File: config.mk
export PLATFORM = sky130hd
export DESIGN_NAME = adio_io_config
export DESIGN_NICKNAME = d
export VERILOG_FILES = /design/src/hdl/adio_pkg.sv /design/src/hdl/adio_io_config.sv
export VERILOG_INCLUDE_DIRS = /design/src /design/src/hdl
export SDC_FILE = /design/constraint.sdc
export NUM_CORES = 1
export LEC_CHECK = 0
export BUFFER_PORTS_ARGS = -buffer_cell sky130_fd_sc_hd__buf_2
export CORE_AREA = 3 3 175 177
export CTS_CLUSTER_DIAMETER = 50
export DETAILED_ROUTE_END_ITERATION = 6
export DIE_AREA = 0 0 178 180
export GPL_ROUTABILITY_DRIVEN = 0
export REMOVE_ABC_BUFFERS = 1
export SKIP_LAST_GASP = 1
export SLEW_MARGIN = 0
export SYNTH_ARGS = -nofsm -noshare
export SYNTH_HDL_FRONTEND = slang
export SYNTH_SLANG_ARGS = --single-unit
File: constraint.sdc
create_clock -name clk_i -period 6.82 [get_ports clk_i]
set_clock_uncertainty 0.15 [all_clocks]
set_input_delay 1.023 -clock clk_i [delete_from_list [all_inputs] [get_ports clk_i]]
set_output_delay 1.023 -clock clk_i [all_outputs]
set_load 0.03 [all_outputs]
File: src/hdl/adio_regs.svh
// register offsets, function codes, shipped switch values and timing
`ifndef ADIO_REGS_SVH
`define ADIO_REGS_SVH

// register byte offsets on the wishbone slave
`define ADIO_A_ASSIGN_LO 8'h00
`define ADIO_A_ASSIGN_HI 8'h04
`define ADIO_A_STATUS 8'h08
`define ADIO_A_CONTROL 8'h0c
`define ADIO_A_RATE 8'h10

// terminal function codes
`define ADIO_FN_UNUSED 6'h00
`define ADIO_FN_HOME 6'h03
`define ADIO_FN_START 6'h04
`define ADIO_FN_FREE 6'h10
`define ADIO_FN_STOP 6'h12
`define ADIO_FN_FCLR 6'h18
`define ADIO_FN_DS0 6'h30
`define ADIO_FN_DS1 6'h31
`define ADIO_FN_DS2 6'h32
`define ADIO_FN_MAX 8'h35

// default assignment: t3..t0 = ds1 ds0 start home, t7..t4 = fclr stop free ds2
`define ADIO_ASSIGN_LO_RST 32'h31300403
`define ADIO_ASSIGN_HI_RST 32'h18121032

// shipped switch settings
`define ADIO_BAUD_SHIP 4'h7
`define ADIO_AXIS_SHIP 4'h0
`define ADIO_EXT_SHIP 1'b0
`define ADIO_PROTO_SHIP 1'b0

// baud codes and rates in bits per second
`define ADIO_BAUD_C0 4'h0
`define ADIO_BAUD_C1 4'h1
`define ADIO_BAUD_C2 4'h2
`define ADIO_BAUD_C3 4'h3
`define ADIO_BAUD_C4 4'h4
`define ADIO_BAUD_C7 4'h7
`define ADIO_RATE_C0 20'h02580
`define ADIO_RATE_C1 20'h04b00
`define ADIO_RATE_C2 20'h09600
`define ADIO_RATE_C3 20'h0e100
`define ADIO_RATE_C4 20'h1c200
`define ADIO_RATE_C7 20'h98968

// control register: write one clears the comm error flag
`define ADIO_CTL_ERR_CLR 0

// clock rate in hz (40 mhz) and alarm blink half period in ms (500)
`define ADIO_CLK_HZ 32'h02625a00
`define ADIO_BLINK_MS 32'h000001f4
`define ADIO_MS_PER_S 32'h000003e8

`endif
File: src/hdl/adio_pkg.sv
// types shared by the actuator driver io configuration block
package adio_pkg;

  // function requests decoded from the input terminals
  typedef struct packed {
    logic home;
    logic start;
    logic stop;
    logic fault_clear;
    logic free;
    logic [2:0] data_sel;
  } adio_req_t;

  // whole state of the block
  typedef struct packed {
    logic [18:0] s1;
    logic [18:0] s2;
    logic [3:0] prev;
    adio_req_t req;
    logic [31:0] asg_lo;
    logic [31:0] asg_hi;
    logic err;
    logic act;
    logic [31:0] blink_cnt;
    logic blink;
    logic alarm;
    logic ack;
    logic [31:0] dat;
  } adio_state_t;

endpackage

File: src/hdl/adio_io_config.sv
// switch, indicator and input terminal front end with wishbone registers
`timescale 1ns/1ps
`include "adio_regs.svh"

// Contract
// - baud code 7 gives 625000 bps for the network converter
// - baud switch reads code 7 until first sample after reset
// - axis switch gives the station number, shipped value zero
// - function switch bit one extends the axis number, shipped off
// - function switch bit two picks modbus rtu when on, shipped off
// - alarm led blinks while a protective function is active
// - comm activity led lit while serial data moves
// - comm error led lights once a serial error is detected
// - power led lit while the supply is present
// - each terminal holds a function code, zero unused, up to 53
// - three terminals form the 3-bit data number, default terminals 2-4
// - terminal 0 requests homing by default
// - terminal 5 frees the motor and brake by default
module adio_io_config #(
  parameter int unsigned BLINK_HALF =
    `ADIO_BLINK_MS * (`ADIO_CLK_HZ / `ADIO_MS_PER_S)
) (
  input wire logic clk_i,
  input wire logic rst_i,
  input wire logic wb_cyc_i,
  input wire logic wb_stb_i,
  input wire logic wb_we_i,
  input wire logic [7:0] wb_adr_i,
  input wire logic [3:0] wb_sel_i,
  input wire logic [31:0] wb_dat_i,
  output logic [31:0] wb_dat_o,
  output logic wb_ack_o,
  input wire logic [3:0] axis_number_switch_i,
  input wire logic [3:0] baud_select_switch_i,
  input wire logic [1:0] function_switch_i,
  input wire logic [7:0] input_terminal_i,
  input wire logic supply_ok_i,
  input wire logic protective_active_i,
  input wire logic comm_busy_i,
  input wire logic comm_err_i,
  output logic [4:0] axis_number_o,
  output logic [19:0] baud_rate_o,
  output logic baud_valid_o,
  output logic modbus_mode_o,
  output adio_pkg::adio_req_t req_o,
  output logic alarm_led_o,
  output logic comm_activity_led_o,
  output logic comm_err_led_o,
  output logic power_led_o
);

  localparam logic [18:0] SYNC_RST = {1'b0, `ADIO_PROTO_SHIP,
    `ADIO_EXT_SHIP, `ADIO_AXIS_SHIP, `ADIO_BAUD_SHIP, 8'h00};
  localparam adio_pkg::adio_state_t RST_ST = '{
    s1: SYNC_RST, s2: SYNC_RST, prev: 4'h0, req: '0,
    asg_lo: `ADIO_ASSIGN_LO_RST, asg_hi: `ADIO_ASSIGN_HI_RST,
    err: 1'b0, act: 1'b0, blink_cnt: 32'h0, blink: 1'b1,
    alarm: 1'b0, ack: 1'b0, dat: 32'h0};

  adio_pkg::adio_state_t st;
  adio_pkg::adio_state_t next_st;

  // speed for a baud switch code, zero for unused codes
  function automatic logic [19:0] rate_of(input logic [3:0] c);
    logic [19:0] r;
    r = 20'h0;
    unique case (c)
      `ADIO_BAUD_C0: r = `ADIO_RATE_C0;
      `ADIO_BAUD_C1: r = `ADIO_RATE_C1;
      `ADIO_BAUD_C2: r = `ADIO_RATE_C2;
      `ADIO_BAUD_C3: r = `ADIO_RATE_C3;
      `ADIO_BAUD_C4: r = `ADIO_RATE_C4;
      `ADIO_BAUD_C7: r = `ADIO_RATE_C7;
      default: r = 20'h0;
    endcase
    return r;
  endfunction

  // true when any high terminal is assigned the given function
  function automatic logic fn_on(input logic [63:0] asg,
                                 input logic [7:0] t,
                                 input logic [5:0] code);
    logic r;
    r = 1'b0;
    for (int i = 0; i < 8; i++) begin
      if (t[i] && asg[8*i +: 8] == {2'h0, code}) begin
        r = 1'b1;
      end
    end
    return r;
  endfunction

  // merge a register write, dropping lanes with codes beyond the range
  function automatic logic [31:0] asg_wr(input logic [31:0] old,
                                         input logic [31:0] wd,
                                         input logic [3:0] sel);
    logic [31:0] r;
    r = old;
    for (int i = 0; i < 4; i++) begin
      if (sel[i] && wd[8*i +: 8] <= `ADIO_FN_MAX) begin
        r[8*i +: 8] = wd[8*i +: 8];
      end
    end
    return r;
  endfunction

  // every lane of an assignment word holds a legal code
  function automatic logic asg_ok(input logic [31:0] w);
    logic r;
    r = 1'b1;
    for (int i = 0; i < 4; i++) begin
      if (w[8*i +: 8] > `ADIO_FN_MAX) begin
        r = 1'b0;
      end
    end
    return r;
  endfunction

  logic [7:0] term;
  logic [3:0] baud_code;
  logic [63:0] asg;
  logic [3:0] fn_now;
  logic wr;
  logic rd_ok;

  // synchronised switch and terminal fields, all taken from the second flop
  assign term = st.s2[7:0];
  assign baud_code = st.s2[11:8];
  assign asg = {st.asg_hi, st.asg_lo};
  assign wr = wb_cyc_i && wb_stb_i && wb_we_i && !st.ack;
  assign rd_ok = wb_cyc_i && wb_stb_i && !st.ack;

  // level of the edge-triggered functions: home, start, stop, fault clear
  assign fn_now = {fn_on(asg, term, `ADIO_FN_FCLR),
                   fn_on(asg, term, `ADIO_FN_STOP),
                   fn_on(asg, term, `ADIO_FN_START),
                   fn_on(asg, term, `ADIO_FN_HOME)};

  // next state
  always_comb begin
    next_st = st;
    // switch, terminal and supply pins pass two flops before anything reads them
    next_st.s1 = {supply_ok_i, function_switch_i[1], function_switch_i[0],
                  axis_number_switch_i, baud_select_switch_i,
                  input_terminal_i};
    next_st.s2 = st.s1;

    // home, start, stop and fault clear fire once per rising input so a held pin does not repeat
    next_st.prev = fn_now;
    next_st.req.home = fn_now[0] && !st.prev[0];
    next_st.req.start = fn_now[1] && !st.prev[1];
    next_st.req.stop = fn_now[2] && !st.prev[2];
    next_st.req.fault_clear = fn_now[3] && !st.prev[3];
    next_st.req.free = fn_on(asg, term, `ADIO_FN_FREE);
    next_st.req.data_sel = {fn_on(asg, term, `ADIO_FN_DS2),
                            fn_on(asg, term, `ADIO_FN_DS1),
                            fn_on(asg, term, `ADIO_FN_DS0)};

    // comm indicators; a new error beats a clear in the same cycle
    next_st.act = comm_busy_i;
    if (wr && wb_adr_i == `ADIO_A_CONTROL &&
        wb_sel_i[0] && wb_dat_i[`ADIO_CTL_ERR_CLR]) begin
      next_st.err = 1'b0;
    end
    if (comm_err_i) begin
      next_st.err = 1'b1;
    end

    // alarm blink restarts lit so a new fault shows at once
    if (!protective_active_i) begin
      next_st.blink_cnt = 32'h0;
      next_st.blink = 1'b1;
    end else if (st.blink_cnt >= 32'(BLINK_HALF - 1)) begin
      next_st.blink_cnt = 32'h0;
      next_st.blink = !st.blink;
    end else begin
      next_st.blink_cnt = st.blink_cnt + 32'h1;
    end
    next_st.alarm = protective_active_i && st.blink;

    // assignment writes
    if (wr && wb_adr_i == `ADIO_A_ASSIGN_LO) begin
      next_st.asg_lo = asg_wr(st.asg_lo, wb_dat_i, wb_sel_i);
    end
    if (wr && wb_adr_i == `ADIO_A_ASSIGN_HI) begin
      next_st.asg_hi = asg_wr(st.asg_hi, wb_dat_i, wb_sel_i);
    end

    // one wait state per access; unmapped reads give zero
    next_st.ack = rd_ok;
    next_st.dat = 32'h0;
    if (rd_ok && !wb_we_i) begin
      unique case (wb_adr_i)
        `ADIO_A_ASSIGN_LO: next_st.dat = st.asg_lo;
        `ADIO_A_ASSIGN_HI: next_st.dat = st.asg_hi;
        `ADIO_A_STATUS: next_st.dat = {12'h0, st.s2[18], st.err,
                                       st.s2[17], st.s2[16:12], st.s2[11:0]};
        `ADIO_A_RATE: next_st.dat = {baud_valid_o, 11'h0, baud_rate_o};
        default: next_st.dat = 32'h0;
      endcase
    end
  end

  // state register
  always_ff @(posedge clk_i) begin
    if (rst_i) begin
      st <= RST_ST; // shipped switch values until the pins are sampled
    end else begin
      st <= next_st;
    end
  end

  // outputs
  assign wb_ack_o = st.ack;
  assign wb_dat_o = st.dat;
  assign axis_number_o = st.s2[16:12];
  assign baud_rate_o = rate_of(baud_code);
  assign baud_valid_o = baud_rate_o != 20'h0;
  assign modbus_mode_o = st.s2[17];
  assign req_o = st.req;
  assign alarm_led_o = st.alarm;
  assign comm_activity_led_o = st.act;
  assign comm_err_led_o = st.err;
  assign power_led_o = st.s2[18];

  // code 7 always maps to the converter rate
  baud_conv_a: assert property (@(posedge clk_i) disable iff (rst_i)
    baud_code == `ADIO_BAUD_C7 |-> baud_rate_o == `ADIO_RATE_C7)
    else $error("baud code 7 not 625000");

  // right after reset the shipped speed is in force
  ship_baud_a: assert property (@(posedge clk_i) disable iff (rst_i)
    $fell(rst_i) |-> baud_rate_o == `ADIO_RATE_C7)
    else $error("shipped baud rate wrong");

  // shipped axis, extension bit and protocol
  ship_axis_a: assert property (@(posedge clk_i) disable iff (rst_i)
    $fell(rst_i) |-> axis_number_o == 5'h00 && !modbus_mode_o)
    else $error("shipped axis or protocol wrong");

  // protocol follows its switch two flops later
  proto_sync_a: assert property (@(posedge clk_i) disable iff (rst_i)
    !$past(rst_i) && !$past(rst_i, 2) |->
      modbus_mode_o == $past(function_switch_i[1], 2))
    else $error("protocol switch not synchronised");

  // alarm led lit one cycle after a fault starts
  alarm_led_a: assert property (@(posedge clk_i) disable iff (rst_i)
    $rose(protective_active_i) |=> alarm_led_o)
    else $error("alarm led not lit at fault start");

  // alarm led dark the cycle after the fault ends
  alarm_off_a: assert property (@(posedge clk_i) disable iff (rst_i)
    !protective_active_i |=> !alarm_led_o)
    else $error("alarm led lit without a fault");

  // activity led tracks traffic with one cycle of latency
  comm_led_a: assert property (@(posedge clk_i) disable iff (rst_i)
    comm_busy_i |=> comm_activity_led_o)
    else $error("activity led not lit");

  // error flag set even when cleared in the same cycle
  err_sticky_a: assert property (@(posedge clk_i) disable iff (rst_i)
    comm_err_i |=> comm_err_led_o)
    else $error("comm error lost");

  // power led follows a steady supply; the reset flops need two edges
  power_led_a: assert property (@(posedge clk_i) disable iff (rst_i)
    supply_ok_i [*3] ##0 (!$past(rst_i) && !$past(rst_i, 2)) |-> power_led_o)
    else $error("power led not lit");

  // power led dark once the supply has been gone a while
  power_off_a: assert property (@(posedge clk_i) disable iff (rst_i)
    !supply_ok_i [*3] |-> !power_led_o)
    else $error("power led lit without supply");

  // activity led dark the cycle after traffic stops
  act_off_a: assert property (@(posedge clk_i) disable iff (rst_i)
    !comm_busy_i |=> !comm_activity_led_o)
    else $error("activity led lit without traffic");

  // error flag never sets without an error event
  err_quiet_a: assert property (@(posedge clk_i) disable iff (rst_i)
    !comm_err_led_o && !comm_err_i |=> !comm_err_led_o)
    else $error("comm error led lit without an error");

  // slowest and fastest plain codes decode to their speeds
  baud_slow_a: assert property (@(posedge clk_i) disable iff (rst_i)
    baud_code == `ADIO_BAUD_C0 |-> baud_rate_o == `ADIO_RATE_C0)
    else $error("baud code 0 decoded wrong");

  baud_fast_a: assert property (@(posedge clk_i) disable iff (rst_i)
    baud_code == `ADIO_BAUD_C4 |-> baud_rate_o == `ADIO_RATE_C4)
    else $error("baud code 4 decoded wrong");

  // axis number follows its switches two flops later
  axis_sync_a: assert property (@(posedge clk_i) disable iff (rst_i)
    !$past(rst_i) && !$past(rst_i, 2) |->
      axis_number_o == {$past(function_switch_i[0], 2),
                        $past(axis_number_switch_i, 2)})
    else $error("axis switch not synchronised");

  // every access is answered in the next cycle
  ack_wait_a: assert property (@(posedge clk_i) disable iff (rst_i)
    wb_cyc_i && wb_stb_i && !wb_ack_o |=> wb_ack_o)
    else $error("bus access not answered");

  // acknowledge lasts one cycle even with the strobe held
  ack_pulse_a: assert property (@(posedge clk_i) disable iff (rst_i)
    wb_ack_o |=> !wb_ack_o)
    else $error("acknowledge longer than one cycle");

  // no request is pending right after reset
  req_idle_a: assert property (@(posedge clk_i) disable iff (rst_i)
    $fell(rst_i) |-> req_o == '0)
    else $error("request pending after reset");

  // assignments never hold a code beyond the range
  asg_range_a: assert property (@(posedge clk_i) disable iff (rst_i)
    wb_ack_o |=> asg_ok(st.asg_lo) && asg_ok(st.asg_hi))
    else $error("illegal function code stored");

  // homing request lasts one cycle
  home_pulse_a: assert property (@(posedge clk_i) disable iff (rst_i)
    req_o.home |=> !req_o.home)
    else $error("home request longer than one cycle");

  // start, stop and fault clear requests last one cycle each
  start_pulse_a: assert property (@(posedge clk_i) disable iff (rst_i)
    req_o.start |=> !req_o.start)
    else $error("start request longer than one cycle");

  stop_pulse_a: assert property (@(posedge clk_i) disable iff (rst_i)
    req_o.stop |=> !req_o.stop)
    else $error("stop request longer than one cycle");

  fclr_pulse_a: assert property (@(posedge clk_i) disable iff (rst_i)
    req_o.fault_clear |=> !req_o.fault_clear)
    else $error("fault clear request longer than one cycle");

endmodule

# ---- After elaboration in Yosys (flattened, before gate mapping)
# Index checks and enable logic that the tools add are counted.
dict set report classes {
  n_addsub 1
  magnitude_cmp 5
  n_eq_ne 73
  mux 68
  bitwise 2
  reduce_logical 105
}
# cell count
set op_table {}
lappend op_table {{$eq 8x5->1 const B} 25}
lappend op_table {{$eq 8x6->1 const B} 24}
lappend op_table {{$pmux 32 s4} 1}
lappend op_table {{$pmux 20 s6} 1}
lappend op_table {{$logic_and 1x1->1} 83}
lappend op_table {{$eq 8x3->1 const B} 9}
lappend op_table {{$mux 1} 66}
lappend op_table {{$eq 8x2->1 const B} 8}
lappend op_table {{$add 32x1->32 const B} 1}
lappend op_table {{$ge 32x25->1 const B} 1}
lappend op_table {{$le 8x6->1 const B} 4}
lappend op_table {{$reduce_bool 20->1} 1}
lappend op_table {{$eq 8x4->1 const B} 2}
lappend op_table {{$reduce_and 2->1} 8}
lappend op_table {{$eq 4x2->1 const B} 2}
lappend op_table {{$eq 4x3->1 const B} 2}
lappend op_table {{$logic_not 8->1} 1}
lappend op_table {{$logic_not 1->1} 7}
lappend op_table {{$eq 4x1->1 const B} 1}
lappend op_table {{$logic_not 4->1} 1}
lappend op_table {{$reduce_or 2->1} 2}
lappend op_table {{$reduce_or 3->1} 1}
lappend op_table {{$not 1->1} 2}
lappend op_table {{$reduce_bool 2->1} 1}
dict set report word_totals {
  register_bits 183
  in_bits 71
  out_inout_bits 72
  elab_cells 278
}

# ---- Longest topological paths before layout
# Gate-level depths: netlist of the first run.
dict set report logic_depth {
  depth_word 11
  mapped_depth 7
  mapped_depth_nobuf 5
}

# ---- Worst setup path before layout of the first run
# Ideal clock, no wire load.
dict set report synth_timing {
  path_type {in2reg}
  start {input wb_adr_i[1]}
  end {register st, in the netlist asg[56]}
  setup_ns 0.087
  arrival_ns 2.854
  required_time_ns 6.583
  setup_slack_ns 3.729
  cell_stages 7
  path_buffers 3
  cell_sequence {or4_4 > buf_6 > or3_1 > buf_6 > buf_6 > or4_1 > o31ai_1}
}
dict set report synth_between {
  elab_chain_len 3
}
# element line
set synth_rtl {}
lappend synth_rtl {{from (decl)} adio_io_config.sv:28} ;# input wire logic [7:0] wb_adr_i,
lappend synth_rtl {{$eq 8x3->1} -}
lappend synth_rtl {{$logic_and 1x1->1 (no line)} -}
lappend synth_rtl {{$reduce_and 2->1 (no line)} -}
lappend synth_rtl {{to (signal assigned)} adio_io_config.sv:209} ;# st <= next_st;
lappend synth_rtl {{to (decl)} adio_io_config.sv:60} ;# adio_pkg::adio_state_t st;
# No other way between the ends.
# A chain may end at the register's enable or synchronous reset.

# ---- Final worst setup path of the first run
dict set report layout_timing {
  start {input wb_adr_i[1]}
  end {register st, in the netlist asg[43]}
}
# Same word-level chain as after synthesis.

==> out/metrics.csv, run 1 <==
metric;value;unit
max-cap-violations;0;
status;finished, violations left;
crit_path_end_kind;flip-flop;
ys.flop_type;dfxtp_1;
worstPathCellList;buf_2 -> or4_4 -> or3_1 -> or3_1 -> mux2i_1;
post_cts_buffers;0;
crit_path_max_incr_delay;0.77;ns
tritoncts;done;
grt_max_degree;105;
cts_buffer_depth;2;
firstDrtPassIters;7;
min_period_over_period;0.460;
htreeDepth;4;
totalWireLength;23900;um
rows;63;
path_class;input port to flip-flop;
yosysSeqAreaShare;0.418;
ioPinCount;143;
cp_slowest_cell;or3_1;
synth_area;8770;um2
ys_warn_count;0;
clock-sinks;183;
hold_buffers;0;
grt_pass1_wl;36800;um
cts_root_buf;clkbuf_16;
cts-buffers-inserted;17;
tightest_slew;1.09;ns
hold_path.startpoint;st[142];
synthArstFlopShare;0;
cp.required;6.99;ns
drt_iter0_drc;605;
leakage;3.64;nW
timing.rr.start;st[52];
irDropWorstVdd;0.124;mV
grt_usage;0.145;
vias_per_cell;5.09;
antenna_found_initial;1;
start_util;0.298;
cts.repair.resized;0;
synthCells;946;
first_global_vias;6644;
die_h;180;um
setup-tns-final;0;ns
worstPathArrival;3.30;ns
drc;4;
final_max_slew_viol_count;0;
coreArea;29400;um2
hp-class;flip-flop to flip-flop;
drive_above_1_share;0.198;
setup_viol;0;
rrSetupSlack;4.29;ns
cts.clk_slew.worst_paths;0.07;ns
ant_nets;0;
crit_path_frequent_cell;or3_1;
power_density;226;nW/um2
ys_ff_latch;183;
insertedDiodeCount;0;
syn_avg_cell_area;9.27;um2
place_hpwl;17500;um
crit_path_max_fanout;17;
die_w;178;um
slew_headroom;0.275;
synth-edff-count;0;
grt_overflow_total;0;
die-area;32000;um2
area_growth;13.8;%
wl_per_cell;16.9;um
failed_checks;DRC;
post-route-util;0.339;
io_buffers;136;
clock.fmax;319;MHz
period_needed;3.14;ns
start_kind;input port;
fin_nets;1079;
hold_violations;0;
synth_cell_type_count;62;
vias;7178;
nFillCells;3030;
rsz0062_at_grt;no;
clk_latency;0.44;ns
crit_start;wb_adr_i[1];
## routing by layer
metal	wire, um	share of wire	global-route usage
met1	10900	0.46	0.200
met2	11100	0.47	0.231
met3	1580	0.066	0.0315
met4	279	0.012	0.0349
met5	7	0.00029	0
## metrics by stage
step                      hold WS, ns  cells  setup WS [ns]  power (W)  instance area (um2)
after detailed placement        0.231   1378           3.22    0.00126                 9370
after global routing            0.256   1410           3.60    0.00233                 9970
after floorplan                 0.220    847           3.62    0.00119                 8160
after CTS                       0.241   1410           3.69    0.00227                 9970
after global placement          0.229   1378           3.24    0.00126                 9370
final                           0.237   1410           3.68    0.00225                 9970
## synthesized netlist by cell type, drive strengths merged (7+ instances only)
| cell type | count | share of area |
|---|---|---|
| o21ai | 11 | 0.0063 |
| o2bb2ai | 11 | 0.011 |
| nor4 | 40 | 0.029 |
| or3b | 9 | 0.0090 |
| buf | 61 | 0.053 |
| and4 | 7 | 0.0070 |
| or3 | 17 | 0.012 |
| mux2i | 65 | 0.074 |
| dfxtp | 183 | 0.42 |
| nand2b | 57 | 0.041 |
| a22oi | 20 | 0.017 |
| xor2 | 9 | 0.0090 |
| or4 | 13 | 0.012 |
| and3 | 7 | 0.0050 |
| nor2 | 88 | 0.038 |
| or4bb | 7 | 0.0090 |
| nor2b | 41 | 0.029 |
| nor4b | 15 | 0.015 |
| inv | 9 | 0.0039 |
| a2111oi | 14 | 0.014 |
| nand3 | 12 | 0.0069 |
| nor3b | 24 | 0.021 |
| a21oi | 23 | 0.013 |
| nand2 | 19 | 0.0081 |
| nor3 | 35 | 0.029 |
| nand3b | 10 | 0.0086 |
| nand4 | 12 | 0.0086 |
| o31ai | 7 | 0.0060 |
| clkbuf | 50 | 0.021 |
## placed cells by master, fill, tap and decap left out, types with 7 or more instances in the layout
master / netlist / routed
o2bb2ai_1: 11 / 11
a21oi_1: 23 / 23
or3_1: 17 / 17
mux2i_1: 65 / 65
and3_1: 7 / 7
a22oi_1: 20 / 20
xor2_1: 9 / 9
nor2_1: 88 / 88
and4_1: 7 / 7
or3b_2: 9 / 9
or4_1: 12 / 12
buf_2: 2 / 135
nand2b_1: 57 / 57
o31ai_1: 7 / 7
inv_1: 9 / 9
nand2_1: 19 / 19
conb_1: 1 / 13
nor3_1: 27 / 27
nand3_1: 12 / 12
or4bb_1: 7 / 7
o21ai_0: 11 / 11
nor2b_1: 41 / 41
nor4b_1: 15 / 15
nor3b_1: 24 / 24
dfxtp_1: 183 / 183
nand3b_1: 10 / 10
nand4_1: 12 / 12
clkbuf_16: 0 / 17
a2111oi_0: 14 / 14
nor4_1: 40 / 40
## cell families after synthesis
group | after synthesis | share of synthesized area
buf+inv | 120 | 0.0778
fa+ha+maj | 2 | 0.00257
xor+xnor | 14 | 0.0140
other cells | 1 | 0.000428
flops | 183 | 0.418
compound gates | 119 | 0.0989
mux | 65 | 0.0742
simple gates | 442 | 0.314
## critical path: cells and delay by family
| family | cells | cell delay (ns) |
|---|---|---|
| simple gates | 3 | 2.00 |
| mux | 1 | 0.16 |
| buf+inv | 1 | 0.09 |
## power by group
group          switching [W]  internal, W
Clock               0.000477     0.000534
Sequential        0.00000924      0.00108
Combinational      0.0000932    0.0000527
## path summary, 6_finish.rpt
path	to	cells after the start
worst min-delay path	req_o[6]	1
worst min register to register	req_o[6]	1
worst max register to register	st[53]	4
worst max-delay path	asg[43]	5
## flip-flops by register name, summed over array words and instances (netlist names)
name / cells
alarm_led_o: 1
asg: 64
axis_number_o: 5
baud_code: 4
comm_activity_led_o: 1
comm_err_led_o: 1
modbus_mode_o: 1
next_st: 19
power_led_o: 1
req_o: 8
st: 45
wb_ack_o: 1
wb_dat_o: 32
## cell type report
cell class | count | area (um2) | share of cell area
clock buffer | 19 | 443 | 0.0444
clock inverter | 13 | 159 | 0.0159
inverter | 9 | 33.8 | 0.00339
multi-input combinational | 655 | 4470 | 0.448
sequential | 183 | 3660 | 0.367
tap | 390 | 488 | 0.0489
timing repair buffer | 141 | 721 | 0.0723
(Power assumes the default switching activity.)
==> run 2: changes to the inputs <==
==> constraint.sdc (replaced) <==
create_clock -name clk_i -period 3.2 [get_ports clk_i]
set_clock_uncertainty 0.15 [all_clocks]
set_input_delay 0.48 -clock clk_i [delete_from_list [all_inputs] [get_ports clk_i]]
set_output_delay 0.48 -clock clk_i [all_outputs]
set_load 0.03 [all_outputs]
==> run 2 against run 1 <==
Net effect: the run now ends clean; register-to-register slack got worse by 3.6 ns; clock power rose by 110%; die area did not move; sequential share of layout area fell by 0.35 points; wire length fell by 0.21%; critical path depth fell by 2; critical path type is now flip-flop to output pin.
==> out/metrics.csv, run 2 (synthesis gave the netlist of run 1 again) <==
metric;value;unit;change
cts.clk_slew.worst_paths;0.08;ns;about the same
grt_usage;0.146;;+0.000796
cts_root_buf;clkbuf_16;;
irDropWorstVdd;0.322;mV;+160%
final_max_slew_viol_count;0;;unchanged
clk_latency;0.44;ns;about the same
hold_buffers;0;;unchanged
seq_area;3660;um2;unchanged
start_kind;flip-flop;;
clock.fmax;405;MHz;
clock-sinks;183;;unchanged
layout_common_cells;dfxtp_1 (183), buf_2 (135), nor2_1 (88);;
vias_per_cell;5.01;;-1.7%
cts.repair.resized;0;;unchanged
status;completed;;
antenna_found_initial;1;;unchanged
path_class;flip-flop to output pin;;
tritoncts;done;;
cts_buffer_depth;2;;unchanged
ioPinCount;143;;unchanged
hold_path.startpoint;baud_select_switch_i[2];;
totalWireLength;23800;um;-0.21%
multi_input_area;4470;um2;unchanged
drt_iter0_drc;696;;+15%
worstPathCellList;xor2_1 -> nor3b_1 -> buf_2;;
cp_slowest_cell;dfxtp_1;;
die-area;32000;um2;unchanged
crit_path_max_incr_delay;0.62;ns;-0.15 ns
grt_max_degree;103;;-1.9%
post_cts_buffers;0;;unchanged
worstPathArrival;1.84;ns;-1.46 ns
io_buffers;136;;unchanged
rsz0062_at_grt;no;;
period_needed;2.47;ns;
area_growth;14.9;%;
drc;0;;-4
pre_cts_slack;0.548;ns;-2.67 ns
hp-class;input port to flip-flop;;
cts-buffers-inserted;17;;unchanged
place_hpwl;17600;um;+0.57%
total_power;0.00476;W;+110%
cp.required;2.57;ns;-4.42 ns
first_global_vias;6599;;-0.68%
grt_pass1_wl;36700;um;-0.41%
setup-tns-final;0;ns;unchanged
tightest_slew;0.841;ns;-0.247 ns
die_w;178;um;unchanged
hold_violations;0;;unchanged
largest_register_ffs;64;;unchanged
start_util;0.298;;unchanged
grt_overflow_total;0;;unchanged
crit_start;baud_code[1];;
hold_slack;0.0622;ns;-0.174 ns
coreArea;29400;um2;unchanged
slew_headroom;0.439;;+0.164
rows;63;;unchanged
insertedDiodeCount;0;;unchanged
die_h;180;um;unchanged
max-cap-violations;0;;unchanged
timing.rr.start;st[52];;
fin_nets;1091;;+1.1%
drive_above_1_share;0.207;;+0.00933
crit_path_max_fanout;13;;-4
cpLargestDelayFamily;flip-flops;;
setup_viol;0;;unchanged
leakage;3.69;nW;+1.5%
timing.critical_path.buf_inv;1;;unchanged
power_density;473;nW/um2;+110%
min_period_over_period;0.772;;
vias;7118;;-0.84%
layout_commonest_cell;dfxtp_1;;
crit_path_end_kind;output pin;;
htreeDepth;4;;unchanged
nFillCells;3013;;-0.56%
wl_per_cell;16.7;um;-1.1%
ant_nets;0;;unchanged
fin_ws;0.730;ns;-2.95 ns
firstDrtPassIters;5;;-2
run 2: worst paths after layout:
path                     endpoint  slack [ns]  depth (start not counted)
setup / recovery  baud_rate_o[16]        0.73                          3
hold / removal       next_st[155]        0.06                          2
setup reg to reg           st[58]        0.73                          4
hold reg to reg          req_o[7]        0.24                          1
run 2: area by class of cell:
type | instances | area share
multi-input cells | 655 | 0.444
flip-flops and latches | 183 | 0.364
repair buffers | 153 | 0.0818
well taps | 390 | 0.0485
clock buffers | 18 | 0.0426
clock inverters | 14 | 0.0164
inverters | 9 | 0.00336
run 2: metrics by stage:
step            util  cell area [um2]  std cells
6_report       0.342            10100       1422
2_1_floorplan      -             8160        847
3_5_place_dp   0.322             9470       1390
5_1_grt        0.342            10100       1422
3_3_place_gp   0.322             9470       1390
4_1_cts        0.342            10100       1422
run 2: power by group:
| part | internal, W | switching [W] | leakage [nW] |
|---|---|---|---|
| registers | 0.00231 | 0.0000212 | 1.49 |
| clock network | 0.00111 | 0.00100 | 0.283 |
| logic | 0.000118 | 0.000199 | 1.92 |
| total | 0.00354 | 0.00122 | 3.69 |
run 2: worst register-to-register path: cells and delay by family (launching register included):
kind,cells,cell delay (ns)
DFF,1,0.36
AOI/OAI and AO/OA,3,1.10
and+or+nand+nor,1,0.73
run 2: layer usage:
| metal | track usage | share of wire | vias up |
|---|---|---|---|
| met4 | 0.0342 | 0.013 | 2 |
| met1 | 0.204 | 0.47 | 3361 |
| met5 | 0 | 0.00055 | - |
| met2 | 0.229 | 0.46 | 188 |
| met3 | 0.0330 | 0.064 | 28 |
| li1 | - | - | 3539 |
==> run 3: changes to the inputs <==
==> constraint.sdc (replaced) <==
create_clock -name clk_i -period 2.3 [get_ports clk_i]
set_clock_uncertainty 0.15 [all_clocks]
set_input_delay 0.345 -clock clk_i [delete_from_list [all_inputs] [get_ports clk_i]]
set_output_delay 0.345 -clock clk_i [all_outputs]
set_load 0.03 [all_outputs]
==> run 3 against run 2 <==
Net effect: worst hold slack got worse by 0.042 ns; non-clock buffer count rose by 73; setup slack got worse by 0.69 ns; combinational power rose by 54%; sequential power rose by 39%; clock power rose by 52%; wire length rose by 4.1%; register-to-register slack got worse by 0.69 ns; critical path type is now flip-flop to flip-flop; critical endpoint is now st[55]; highest routed layer unchanged.
==> out/metrics.csv, run 3 (synthesis gave the netlist of run 1 again) <==
metric;value;unit;change
crit_path_max_fanout;16;;+3
dp.cells;1444;;+3.9%
grt_usage;0.151;;+0.00492
hold_violations;0;;unchanged
power_switching;0.00165;W;+35%
coreArea;29400;um2;unchanged
ant_nets;0;;unchanged
grt_max_degree;69;;-33%
antenna_found_initial;1;;unchanged
max-cap-violations;0;;unchanged
insertedDiodeCount;0;;unchanged
nFillCells;2984;;-0.96%
rsz0062_at_grt;yes;;
internal_power;0.00528;W;+49%
crit_path_max_incr_delay;0.40;ns;-0.22 ns
cp_slowest_cell;or3_1;;
place_hpwl;18600;um;+5.9%
hp-class;input port to flip-flop;;
largest_register_ffs;64;;unchanged
first_global_vias;7004;;+6.1%
cts.clk_slew.worst_paths;0.07;ns;about the same
wl_per_cell;16.6;um;-0.89%
cpLargestDelayFamily;compound AO/OA/AOI/OAI gates;;
area_growth;23.2;%;
grt_overflow_total;0;;unchanged
tritoncts;done;;
start_util;0.298;;unchanged
rows;63;;unchanged
firstDrtPassIters;5;;unchanged
cts-buffers-inserted;17;;unchanged
ioPinCount;143;;unchanged
layout_common_cells;dfxtp_1 (180), buf_2 (135), nor2_1 (88);;
clock.fmax;443;MHz;
final_max_slew_viol_count;0;;unchanged
grt_pass1_wl;38300;um;+4.4%
timing.critical_path.buf_inv;1;;unchanged
irDropWorstVdd;0.459;mV;+42%
slew_headroom;0.553;;+0.114
cts_root_buf;clkbuf_16;;
cp.required;2.45;ns;-0.12 ns
die-area;32000;um2;unchanged
drc;0;;unchanged
placed_cell_area;9970;um2;+5.2%
totalWireLength;24800;um;+4.1%
crit_path_end_kind;flip-flop;;
setup-tns-final;0;ns;unchanged
clock-sinks;183;;unchanged
min_period_over_period;0.982;;
power_density;642;nW/um2;+36%
die_w;178;um;unchanged
power_frac_comb;0.071;;+0.004
tightest_slew;0.654;ns;-0.188 ns
fin_nets;1164;;+6.7%
fin_cells;1493;;+5.0%
drive_above_1_share;0.245;;+0.0374
period_needed;2.26;ns;
cts_buffer_depth;2;;unchanged
status;completed;;
clk_latency;0.44;ns;about the same
path_class;flip-flop to flip-flop;;
worstPathArrival;2.41;ns;+0.57 ns
worstPathCellList;o311a_1 -> o31a_1 -> or3_1 -> buf_4 -> a2111oi_0;;
p_sw_frac;0.238;;-0.0188
start_kind;flip-flop;;
htreeDepth;4;;unchanged
vias;7472;;+5.0%
die_h;180;um;unchanged
setup_viol;0;;unchanged
p_clk_frac;0.462;;+0.019
leakage;4.10;nW;+11%
vias_per_cell;5.00;;about the same
sequentialPowerShare;0.468;;-0.022
post_cts_buffers;0;;unchanged
layout_commonest_cell;dfxtp_1;;
io_buffers;136;;unchanged
final_area;10800;um2;+7.3%
drt_iter0_drc;574;;-18%
hold_slack;0.0203;ns;-0.0419 ns
run 3: final cells by class:
cell class / instances / area (um2) / area share
Clock buffer: 19 / 443 / 0.0410
Clock inverter: 11 / 186 / 0.0173
Inverter: 9 / 33.8 / 0.00313
Multi-Input combinational cell: 655 / 4470 / 0.414
Sequential cell: 183 / 3670 / 0.340
Tap cell: 390 / 488 / 0.0452
Timing Repair Buffer: 226 / 1510 / 0.139
run 3: worst paths after layout:
kind	depth (start not counted)	endpoint	startpoint	slack, ns
setup / recovery	5	st[55]	st[54]	0.04
hold / removal	2	next_st[145]	input_terminal_i[0]	0.02
setup reg to reg	5	st[55]	st[54]	0.04
hold reg to reg	1	req_o[6]	st[142]	0.25
run 3: power groups by stage:
stage	clock network, W	logic [W]	registers, W
after floorplan	0	0.000204	0.00333
after global placement	0	0.000460	0.00331
after detailed placement	0	0.000463	0.00332
after CTS	0.00325	0.000490	0.00324
after global routing	0.00334	0.000530	0.00325
final	0.00320	0.000489	0.00324
run 3: repair_timing:
action	CTS	global route
setup endpoints to repair	1	14
pin swaps	0	1
hold buffers	19	0
resized for setup	1	6
hold endpoints to repair	19	0
run 3: worst register-to-register path, stage by stage (launching register included):
cell       delay, ns
dfxtp_1         0.34
o311a_1         0.39
o31a_1          0.27
or3_1           0.40
buf_4           0.21
a2111oi_0       0.37
run 3: metrics by stage:
step,power [W],util,setup WS (ns)
after CTS,0.00698,0.367,0.0301
after global placement,0.00377,0.339,-0.148
final,0.00693,0.367,0.0411
after global routing,0.00711,0.367,-0.0856
after floorplan,0.00353,-,-0.220
after detailed placement,0.00378,0.339,-0.181
run 3: routing by layer:
layer	global-route usage	wire, um
met2	0.242	11500
met4	0.0390	305
met1	0.208	11700
met5	0	7
met3	0.0294	1260
